**config.mk**
```make
export PLATFORM = sky130hd
export DESIGN_NAME = mmd_decoder
export DESIGN_NICKNAME = d
export VERILOG_FILES = /design/src/rtl/mmd_pkg.sv /design/src/rtl/mmd_decoder.sv /design/src/rtl/mmd_fetch_map.sv
export SDC_FILE = /design/constraint.sdc
export NUM_CORES = 1
export LEC_CHECK = 0
export BUFFER_PORTS_ARGS = -buffer_cell sky130_fd_sc_hd__buf_2
export CAP_MARGIN = 15
export CORE_ASPECT_RATIO = 0.5
export CORE_MARGIN = 2
export CORE_UTILIZATION = 40
export DETAILED_ROUTE_END_ITERATION = 6
export PLACE_DENSITY_LB_ADDON = 0.12
export SETUP_SLACK_MARGIN = 0.5
export SLEW_MARGIN = 25
export SYNTH_ARGS = -nofsm -noshare
export SYNTH_HDL_FRONTEND = slang
export SYNTH_SLANG_ARGS = --single-unit
```
**constraint.sdc**
```tcl
create_clock -name ref_clk -period 6.3 [get_ports ref_clk]
set_clock_uncertainty 0.1 [all_clocks]
set_input_delay 0.63 -clock ref_clk [delete_from_list [all_inputs] [get_ports ref_clk]]
set_output_delay 0.63 -clock ref_clk [all_outputs]
set_load 0.02 [all_outputs]
```
**src/rtl/mmd_pkg.sv**
```systemverilog
// Package of constants and carrier types for the memory map decoder
`default_nettype none
package mmd_pkg;
  localparam logic [15:0] SecBase = 16'he000;
  localparam logic [15:0] PriTop = 16'h7fff;
  localparam logic [15:0] OverlayTop = 16'h1fff;
  localparam logic [15:0] EramTop = 16'h02ff;
  localparam logic [7:0] LowRamTop = 8'h7f;
  localparam int SelBitPos = 0;
  localparam int BankHiPos = 1;
  localparam int BankLoPos = 0;
  localparam logic [1:0] BankPorReset = 2'h0;

  typedef enum logic [1:0] {FetchNone, FetchPrimary, FetchSecondary, FetchExternal} mmd_fetch_e;
  typedef enum logic [2:0] {
    DataNone, DataLowRam, DataUpperRam, DataSfr, DataEram, DataExtBus
  } mmd_data_e;
  typedef enum logic [2:0] {RstNone, RstPor, RstWdt, RstBod, RstSoft} mmd_rst_e;

  // Data access request from the core
  typedef struct packed {
    logic valid;
    logic ext;       // External move instruction
    logic viaPtr;    // Pointer based, else register indirect
    logic indirect;  // Internal indirect (or stack)
    logic write;
    logic [15:0] addr;
  } mmd_dreq_s;

  // External bus drive for one access
  typedef struct packed {
    logic rdStrobe;
    logic wrStrobe;
    logic port2En;
    logic [7:0] port2;
    logic port0En;
    logic [7:0] port0;
  } mmd_bus_s;
endpackage
`default_nettype wire

```
**src/rtl/mmd_decoder.sv**
```systemverilog
// Top of the memory map decoder: bank select, data routing, dual pointers
`default_nettype none
module mmd_decoder (
  input wire logic ref_clk,
  input wire logic reset,
  input wire mmd_pkg::mmd_rst_e resetCause,
  input wire logic startupCfgLow,
  input wire logic startupCfgHigh,
  input wire logic bankLowWrEn,
  input wire logic bankLowWrData,
  input wire logic fetchValid,
  input wire logic [15:0] pc,
  input wire mmd_pkg::mmd_dreq_s dataReq,
  input wire logic auxWrEn,
  input wire logic [7:0] auxWrData,
  input wire logic auxInc,
  input wire logic ptrWrEn,
  input wire logic [15:0] ptrWrData,
  input wire logic ptrInc,
  input wire logic externalOnlyFlag,
  output logic [1:0] bankSel,
  output mmd_pkg::mmd_fetch_e fetchTarget,
  output logic [15:0] fetchOffset,
  output mmd_pkg::mmd_data_e dataTarget,
  output logic [9:0] eramAddr,
  output mmd_pkg::mmd_bus_s busOut,
  output logic pointerSelectBit,
  output logic [15:0] dataPointer
);
  logic [1:0] bank_q, bank_d;
  logic [7:0] aux_q, aux_d;
  logic [15:0] ptr_q [2];
  logic [15:0] ptr_d [2];
  mmd_pkg::mmd_fetch_e fetch_q, fetch_d, mapTarget;
  logic [15:0] fofs_q, fofs_d, mapOffset;
  mmd_pkg::mmd_data_e dtgt_q, dtgt_d;
  logic [9:0] expanded_ram_q, expanded_ram_d;
  mmd_pkg::mmd_bus_s bus_q, bus_d;
  logic [15:0] data_pointer_q, data_pointer_d;

  // Bank field: reset cause picks the load; an unlisted cause loads BankPorReset
  always_comb begin
    bank_d = bank_q;
    if (reset) begin
      unique case (resetCause)
        mmd_pkg::RstPor: bank_d = {~startupCfgHigh, ~startupCfgLow};
        mmd_pkg::RstWdt, mmd_pkg::RstBod:
          bank_d = {bank_q[1] | ~startupCfgHigh, ~startupCfgLow};
        mmd_pkg::RstSoft: bank_d = {1'b1, ~startupCfgLow};
        default: bank_d = mmd_pkg::BankPorReset;
      endcase
    end else if (bankLowWrEn) begin
      bank_d[mmd_pkg::BankLoPos] = bankLowWrData;
    end
  end

  // The reset-time load is a clocked capture of the straps, never an async load
  always_ff @(posedge ref_clk) begin
    bank_q <= bank_d;
  end

  // Bank writes already seen by the mapper on the next cycle's fetch
  mmd_fetch_map uMap (
    .bank(bank_q),
    .pc(pc),
    .target(mapTarget),
    .offset(mapOffset)
  );

  always_comb begin
    fetch_d = fetchValid ? mapTarget : mmd_pkg::FetchNone;
    fofs_d = mapOffset;
    if (reset) fetch_d = mmd_pkg::FetchNone;
  end

  always_ff @(posedge ref_clk) begin
    fetch_q <= fetch_d;
    fofs_q <= fofs_d;
  end

  // Auxiliary register and pointer bank
  always_comb begin
    aux_d = aux_q;
    ptr_d = ptr_q;
    if (auxWrEn) aux_d = auxWrData;
    else if (auxInc) aux_d = aux_q + 8'h01;
    if (ptrWrEn) ptr_d[aux_q[mmd_pkg::SelBitPos]] = ptrWrData;
    else if (ptrInc) ptr_d[aux_q[mmd_pkg::SelBitPos]] =
      ptr_q[aux_q[mmd_pkg::SelBitPos]] + 16'h0001;
    if (reset) begin
      aux_d = 8'h00;
      ptr_d[0] = 16'h0000;
      ptr_d[1] = 16'h0000;
    end
    // Selected pointer is registered so the output leaves a flop, not a mux
    data_pointer_d = ptr_d[aux_d[mmd_pkg::SelBitPos]];
  end

  always_ff @(posedge ref_clk) begin
    aux_q <= aux_d;
    ptr_q <= ptr_d;
    data_pointer_q <= data_pointer_d;
  end

  // Data routing: internal space, expanded RAM or external bus
  always_comb begin
    dtgt_d = mmd_pkg::DataNone;
    expanded_ram_d = expanded_ram_q;
    bus_d = '0;
    if (dataReq.valid && !reset) begin
      if (!dataReq.ext) begin
        // Stack traffic arrives here as indirect, so it never leaves 256 bytes
        if (dataReq.addr[7:0] <= mmd_pkg::LowRamTop) dtgt_d = mmd_pkg::DataLowRam;
        else if (dataReq.indirect) dtgt_d = mmd_pkg::DataUpperRam;
        else dtgt_d = mmd_pkg::DataSfr;
      end else if (!externalOnlyFlag && dataReq.viaPtr && dataReq.addr <= mmd_pkg::EramTop) begin
        dtgt_d = mmd_pkg::DataEram;
        expanded_ram_d = dataReq.addr[9:0];
      end else if (!externalOnlyFlag && !dataReq.viaPtr) begin
        dtgt_d = mmd_pkg::DataEram;
        expanded_ram_d = {2'h0, dataReq.addr[7:0]};
      end else begin
        dtgt_d = mmd_pkg::DataExtBus;
        bus_d.rdStrobe = !dataReq.write;
        bus_d.wrStrobe = dataReq.write;
        bus_d.port0En = 1'b1;
        bus_d.port0 = dataReq.addr[7:0];
        bus_d.port2En = dataReq.viaPtr;
        bus_d.port2 = dataReq.viaPtr ? dataReq.addr[15:8] : 8'h00;
      end
    end
  end

  always_ff @(posedge ref_clk) begin
    dtgt_q <= dtgt_d;
    expanded_ram_q <= reset ? 10'h000 : expanded_ram_d;
    bus_q <= bus_d;
  end

  assign bankSel = bank_q;
  assign fetchTarget = fetch_q;
  assign fetchOffset = fofs_q;
  assign dataTarget = dtgt_q;
  assign eramAddr = expanded_ram_q;
  assign busOut = bus_q;
  assign pointerSelectBit = aux_q[mmd_pkg::SelBitPos];
  assign dataPointer = data_pointer_q;
endmodule // mmd_decoder
`default_nettype wire

```
**src/rtl/mmd_fetch_map.sv**
```systemverilog
// Program fetch mapping under the bank-select field
`default_nettype none
module mmd_fetch_map (
  input wire logic [1:0] bank,
  input wire logic [15:0] pc,
  output mmd_pkg::mmd_fetch_e target,
  output logic [15:0] offset
);
  // Pure decode; the caller registers the result
  always_comb begin
    target = mmd_pkg::FetchExternal;
    offset = pc;
    if (bank[mmd_pkg::BankHiPos]) begin
      if (pc <= mmd_pkg::PriTop) target = mmd_pkg::FetchPrimary;
    end else if (bank[mmd_pkg::BankLoPos]) begin
      if (pc <= mmd_pkg::PriTop) begin
        target = mmd_pkg::FetchPrimary;
      end else if (pc >= mmd_pkg::SecBase) begin
        target = mmd_pkg::FetchSecondary;
        offset = pc - mmd_pkg::SecBase;
      end
    end else begin
      if (pc <= mmd_pkg::OverlayTop) target = mmd_pkg::FetchSecondary;
      else if (pc <= mmd_pkg::PriTop) target = mmd_pkg::FetchPrimary;
    end
  end
endmodule // mmd_fetch_map
`default_nettype wire

```
======== Yosys cells after proc, flatten, opt, wreduce, memory -nomap -nowiden ========
Cells that the tools add are included.
storage, ports and cells
  register bits after elaboration ......... 109
cells by class
  add/sub/neg operators ................... 3
  magnitude comparators ................... 8
  eq/ne operators ......................... 4
  mux-type cells .......................... 37
  bitwise gates (word level) .............. 9
  reductions and logical operators ........ 18
operators with widths
  operator                                                           count
  two-way mux 16 bit                                                 11
  two-way mux 32 bit                                                 3
  bitwise mux 32 bit                                                 2
  two-way mux 10 bit                                                 2
  adder 16 x 1 -> 16 bit (second input constant)                     1
  demux 16 bit (select 1 bit)                                        1
  >= comparator 16 bit (second input constant)                       1
  less-or-equal comparator 16 x 10 -> 1 bit (second input constant)  1
  less-or-equal comparator 16 x 13 -> 1 bit (second input constant)  1
  less-or-equal comparator 16 x 15 -> 1 bit (second input constant)  1
  two-way mux 8 bit                                                  2
  subtractor 16 bit (second input constant)                          1
  two-way mux 2 bit                                                  6
  two-way mux 9 bit                                                  1
  adder 8 x 1 -> 8 bit (second input constant)                       1
  less-or-equal comparator 8 x 7 -> 1 bit (second input constant)    1
  two-way mux 1 bit                                                  7
  == test 3 x 2 -> 1 bit (second input constant)                     2
  inverter 1 bit                                                     6
  one-hot mux 2 bit (3 select lines)                                 1
  nonzero test 2 bit                                                 3
  logical AND 1 bit                                                  5
  OR reduction 5 bit                                                 1
  >= comparator 2 bit (second input constant)                        2
  11 further kinds                                                   16

======== Longest topological paths before layout ========
  word-level depth ........................ 12
  depth in mapped cells ................... 13
  depth with buffers taken out ............ 7

======== Modules after synthesis ========
A second synthesis with hierarchy kept.
unflattened totals
  cells, all modules ...................... 485
  area, all modules ....................... 4,404.2 um^2
modules (own cells, without submodules)
  module         instances  cells an instance  area each (um^2)  seq. area each (um^2)
  mmd_decoder    1          461                4,220.3           2,062.0
  mmd_fetch_map  1          24                 183.9             0.0

======== Worst setup path before layout ========
OpenSTA, ideal clock, no wires.
  path type ............................... register to register
  start point ............................. register aux_q[0]
  end point ............................... register data_pointer_q[12], in the netlist dataPointer[12]
  setup time .............................. 88 ps
  data arrival time ....................... 3,169 ps
  slack ................................... 2,943 ps
  cell stages (with the launch flop) ...... 14
  buffers on the path ..................... 6
  period minus slack after synthesis ...... 3,357 ps
  path through ............................ dfxtp_1 > buf_6 > buf_4 > buf_2 > buf_2 > buf_1 > mux2_2 > ha_1 > buf_2 > nand4_1 > o22a_1 > or4b_1 > and4_1 > a311oi_2
on the way
  cells in the longest elaborated chain, start to end .. 12
RTL lines
  element                                                                        RTL line                                                 text
  start: declaration                                                             mmd_decoder.sv:31                                        logic [7:0] aux_q, aux_d;
  start signal: assignment                                                       mmd_decoder.sv:100                                       aux_q <= aux_d;
  inverter 1 -> 2 bit (implied by the code)                                      mmd_decoder.sv:87, mmd_decoder.sv:88, mmd_decoder.sv:89
  two-way mux 16 bit (implied by the code), or another cell as far along         mmd_decoder.sv:89                                        ptr_q[aux_q[mmd_pkg::SelBitPos]] + 16'h0001;
  two-way mux 16 bit (implied by the code) or logical AND 1 bit (tied branches)  mmd_decoder.sv:89, mmd_decoder.sv:87, mmd_decoder.sv:88
  two-way mux 16 bit (on tied branches)                                          mmd_decoder.sv:89, mmd_decoder.sv:87, mmd_decoder.sv:88
  adder 16 x 1 -> 16 bit or demux 16 bit (select 1 bit) (tied branches)          mmd_decoder.sv:89, mmd_decoder.sv:87, mmd_decoder.sv:88
  bitwise mux 32 bit                                                             mmd_decoder.sv:88                                        else if (ptrInc) ptr_d[aux_q[mmd_pkg::SelBitPos]] =
  two-way mux 32 bit                                                             mmd_decoder.sv:88
  two-way mux 32 bit                                                             mmd_decoder.sv:87                                        if (ptrWrEn) ptr_d[aux_q[mmd_pkg::SelBitPos]] = ptrWrData;
  two-way mux 32 bit                                                             mmd_decoder.sv:90                                        if (reset) begin
  two-way mux 16 bit (implied by the code) (*) (3 in series)                     mmd_decoder.sv:96                                        data_pointer_d = ptr_d[aux_d[mmd_pkg::SelBitPos]];
  via data_pointer_d[12]                                                         mmd_decoder.sv:39                                        logic [15:0] data_pointer_q, data_pointer_d;
  end signal: assignment                                                         mmd_decoder.sv:102                                       data_pointer_q <= data_pointer_d;
  end: declaration                                                               mmd_decoder.sv:39
The timed path passes the listed nets; every way through them passes the cells marked *. The select of a mux whose other input is x is not followed.
A chain may end at the register's enable or synchronous reset.

======== Worst setup path in the final report ========
Same ends and word-level chain as after synthesis.

==> metrics.md <==
| Metric | Value |
|---|---|
| Ports | 146 |
| Clock sink total | 102 |
| Synth Instances | 483 |
| Fin crit period | 3.10 ns |
| Status | finished clean |
| CP required | 6.45 ns |
| Crit end category | flop |
| Hold Crit Start | pc[8] |
| Worst Reg2Reg Path Length in Cells | 6 |
| Core ar. | 0.0109 mm2 |
| Yosys reg bits | 102 |
| Slew Limit Fails | 0 |
| Register area share after synthesis | 46.6% |
| Critical path launch point type | flop |
| LEAKAGE | 2.42 nW |
| RSZ-0062 raised after global routing | no |
| Die X-Extent | 153 um |
| Critical Path Fanout Max | 56 |
| Area share of the largest cell type after synthesis | 45.3% |
| Slowest stage delay, CP | 0.70 ns |
| Worst-Margin Slew | 0.633 ns |
| Crit Reg-Reg Startpoint | aux_q[0]$_DFF_P_ |
| Gpl congestion | 0.861 |
| Syn Area/Cell | 9.15 um2 |
| Clock-pin slew on the worst setup and hold paths | 0.08 ns |
| Dominant cell type by area after synthesis | dfxtp_1 |
| Final setup viols | 0 |
| Critical path class | reg -> reg |
| FF-to-FF End | dataPointer[12]$_DFF_P_ |
| Drt total wl | 11800 um |
| Global-route wire length before repair | 18800 um |
| Hold EP | fetchOffset[8]$_DFF_P_ |
| Die footprint | 0.0120 mm2 |
| Initial DRC Count | 216 |
| Hold crit path type | in -> reg |
| GRT overflow | 0 |
| # hold bufs at CTS | 0 |
| Hold path cells | 1 |
| TritonCTS clock tree | yes |
| Slew margin rel. | 57.5% |
| Critical path, cell by cell | buf_4, xnor2_1, a211o_1, clkinv_1, and4_1, a311oi_2 |
| Antenna viol nets, final | 0 |
| Fraction of layout cells with a size suffix above 1 | 28.4% |
| Period utilization | 49.3% |
| WL per Instance | 15.5 um |
| Clk Latency, worst-skew pair | 0.35 ns |
| PnR Total Power | 1.47 mW |
| Internal reg-to-reg setup slack | 3.20 ns |
| Detailed Routing Iterations Pass 1 | 7 |
| Pin count of the biggest net entering global routing | 57 |
| Max-cap viol count | 0 |
| Post-Syn Area | 0.00442 mm2 |
| Ant. Diodes | 0 |
| Vias after detailed routing | 3946 |
| Peak supply drop | 0.134 mV |
| Vias per cell | 5.21 |
| Power per Cell Area | 269 mW/mm2 |
| Max Freq | 322 MHz |
| Syn Nets | 561 |
| Setup Buffers After CTS | 0 |
| FFs w/ async S/R, synth | 0% |
| Number of buffers created by CTS | 9 |
| Slowest CP cell | clkinv_1 |
| GRT Util Overall | 19.7% |
| Hold Vio Cnt, Final | 0 |
| # DRC | 0 |
| Number of global-route vias before repair | 3698 |
| Crit path arrival time | 3.25 ns |
| Post-synth EDFFs | 2 |
| Initial antenna violation count | 0 |
| Setup TNS Final | 0 ns |
| Initial Utilization | 40.6% |
| Post-detail-place hpwl | 8240 um |
| Clk root buf | clkbuf_16 |
| Unique masters post-synth | 68 |
| H-tree depth | 3 |
| Port-buffer cells | 138 |
| Layout area overhead | 24.0% |
| Synth Flop Type | dfxtp_1 |
| YS warnings | 0 |
| Fin nets | 685 |
| Final hold slack | 0.276 ns |
| Post-CTS Resized | 0 |
| Die Ht | 78.3 um |
| Num rows | 27 |
| Maximum clock path buffer count | 2 |
| Top post-synthesis cells by area | dfxtp_1, nor2_1, mux2i_1, and2_1, nand2_1 |
through the flow:
stage	cell area, um2	cells	worst slack (ns)	util, %
5_1_grt	5480	757	3.01	50.4
3_3_place_gp	5180	741	2.93	47.6
4_1_cts	5480	757	3.23	50.4
3_5_place_dp	5190	741	2.95	47.7
2_1_floorplan	4420	483	2.94	-
6_report	5480	757	3.20	50.4
logic make-up after synthesis:
kind of cell             Yosys count  synth area share [%]
adder cells (fa/ha/maj)            2                 0.566
AO/OA/AOI/OAI                    113                  17.7
buffers and inverters             41                  4.13
XOR/XNOR                           5                 0.991
AND/OR/NAND/NOR                  198                  24.8
flip-flops                       102                  46.6
multiplexers                      22                  5.12
how the worst max path moves through the flow:
| stage | cells past startpoint | slack [ns] | start | end |
|---|---|---|---|---|
| after detailed placement | 6 | 2.95 | reset | dataPointer[12]$_DFF_P_ |
| after global routing | 6 | 3.01 | aux_q[0]$_DFF_P_ | dataPointer[10]$_DFF_P_ |
| after CTS | 6 | 3.23 | aux_q[0]$_DFF_P_ | dataPointer[12]$_DFF_P_ |
| final | 6 | 3.20 | aux_q[0]$_DFF_P_ | dataPointer[12]$_DFF_P_ |
| after floorplan | 13 | 2.94 | aux_q[0]$_DFF_P_ | dataPointer[12]$_DFF_P_ |
| after global placement | 6 | 2.93 | reset | dataPointer[12]$_DFF_P_ |
report_power, final:
| group | internal [mW] | switching (mW) |
|---|---|---|
| logic | 0.0842 | 0.134 |
| clock network | 0.279 | 0.265 |
| registers | 0.686 | 0.0264 |
| total | 1.05 | 0.425 |
worst max-delay path, delay by kind of cell (launching register included):
| family | cells | cell delay (ns) |
|---|---|---|
| compound gates | 2 | 0.77 |
| xor+xnor | 1 | 0.18 |
| buf+inv | 2 | 1.15 |
| flops | 1 | 0.31 |
| simple gates | 1 | 0.47 |
placed cells by master, fill, tap and decap left out, drive strengths merged, types with 5 or more instances in the layout:
master | synthesis | layout
mux2i | 17 | 17
and3b | 5 | 5
mux2 | 5 | 5
nand2 | 31 | 31
a21oi | 15 | 15
o22ai | 18 | 18
a211oi | 8 | 8
buf | 14 | 141
clkbuf | 14 | 9
nor2 | 61 | 61
nand2b | 7 | 7
nand4 | 13 | 13
o21ai | 17 | 17
and3 | 7 | 7
nor2b | 5 | 5
a31oi | 7 | 7
dfxtp | 100 | 100
and2 | 20 | 20
nand3 | 9 | 9
and4 | 9 | 9
inv | 12 | 15
o21a | 8 | 8
nor3 | 6 | 6
final cells by class:
cell class                      count  area (um2)
Clock buffer                        9         225
Clock inverter                      7        68.8
Fill cell                        1068        5400
Inverter                           13        48.8
Multi-Input combinational cell    340        2180
Sequential cell                   102        2060
Tap cell                          145         181
Timing Repair Buffer              141         713
metal layers:
metal / vias up / track usage, % / wire (um)
met4: 0 / 4.91 / 137
met1: 1801 / 27.4 / 5820
met2: 133 / 31.2 / 5100
met3: 10 / 4.64 / 714
li1: 2002 / - / -
met5: - / 0 / 0
Yosys cell counts, types with 5 or more instances:
cell	count
nor2b_1	5
dfxtp_1	100
mux2i_1	17
a21oi_1	15
nor3_1	6
o21a_1	8
o22ai_1	18
nand4_1	11
a31oi_1	7
nand2b_1	7
nand2_1	31
mux2_2	5
buf_2	8
a211oi_1	8
nand3_1	9
and2_1	20
o21ai_0	17
clkbuf_1	14
inv_1	12
nor2_1	61
and4_1	8
and3_1	6
registers in the layout (all words and copies together) (netlist names):
signal and flops:
fetchTarget 2, aux_q 1, fetchOffset 16, ptr_q 32, busOut 20, dataTarget 3, eramAddr 10, dataPointer 16
bankSel 2
No activity file was read; power rests on OpenSTA's default activity.
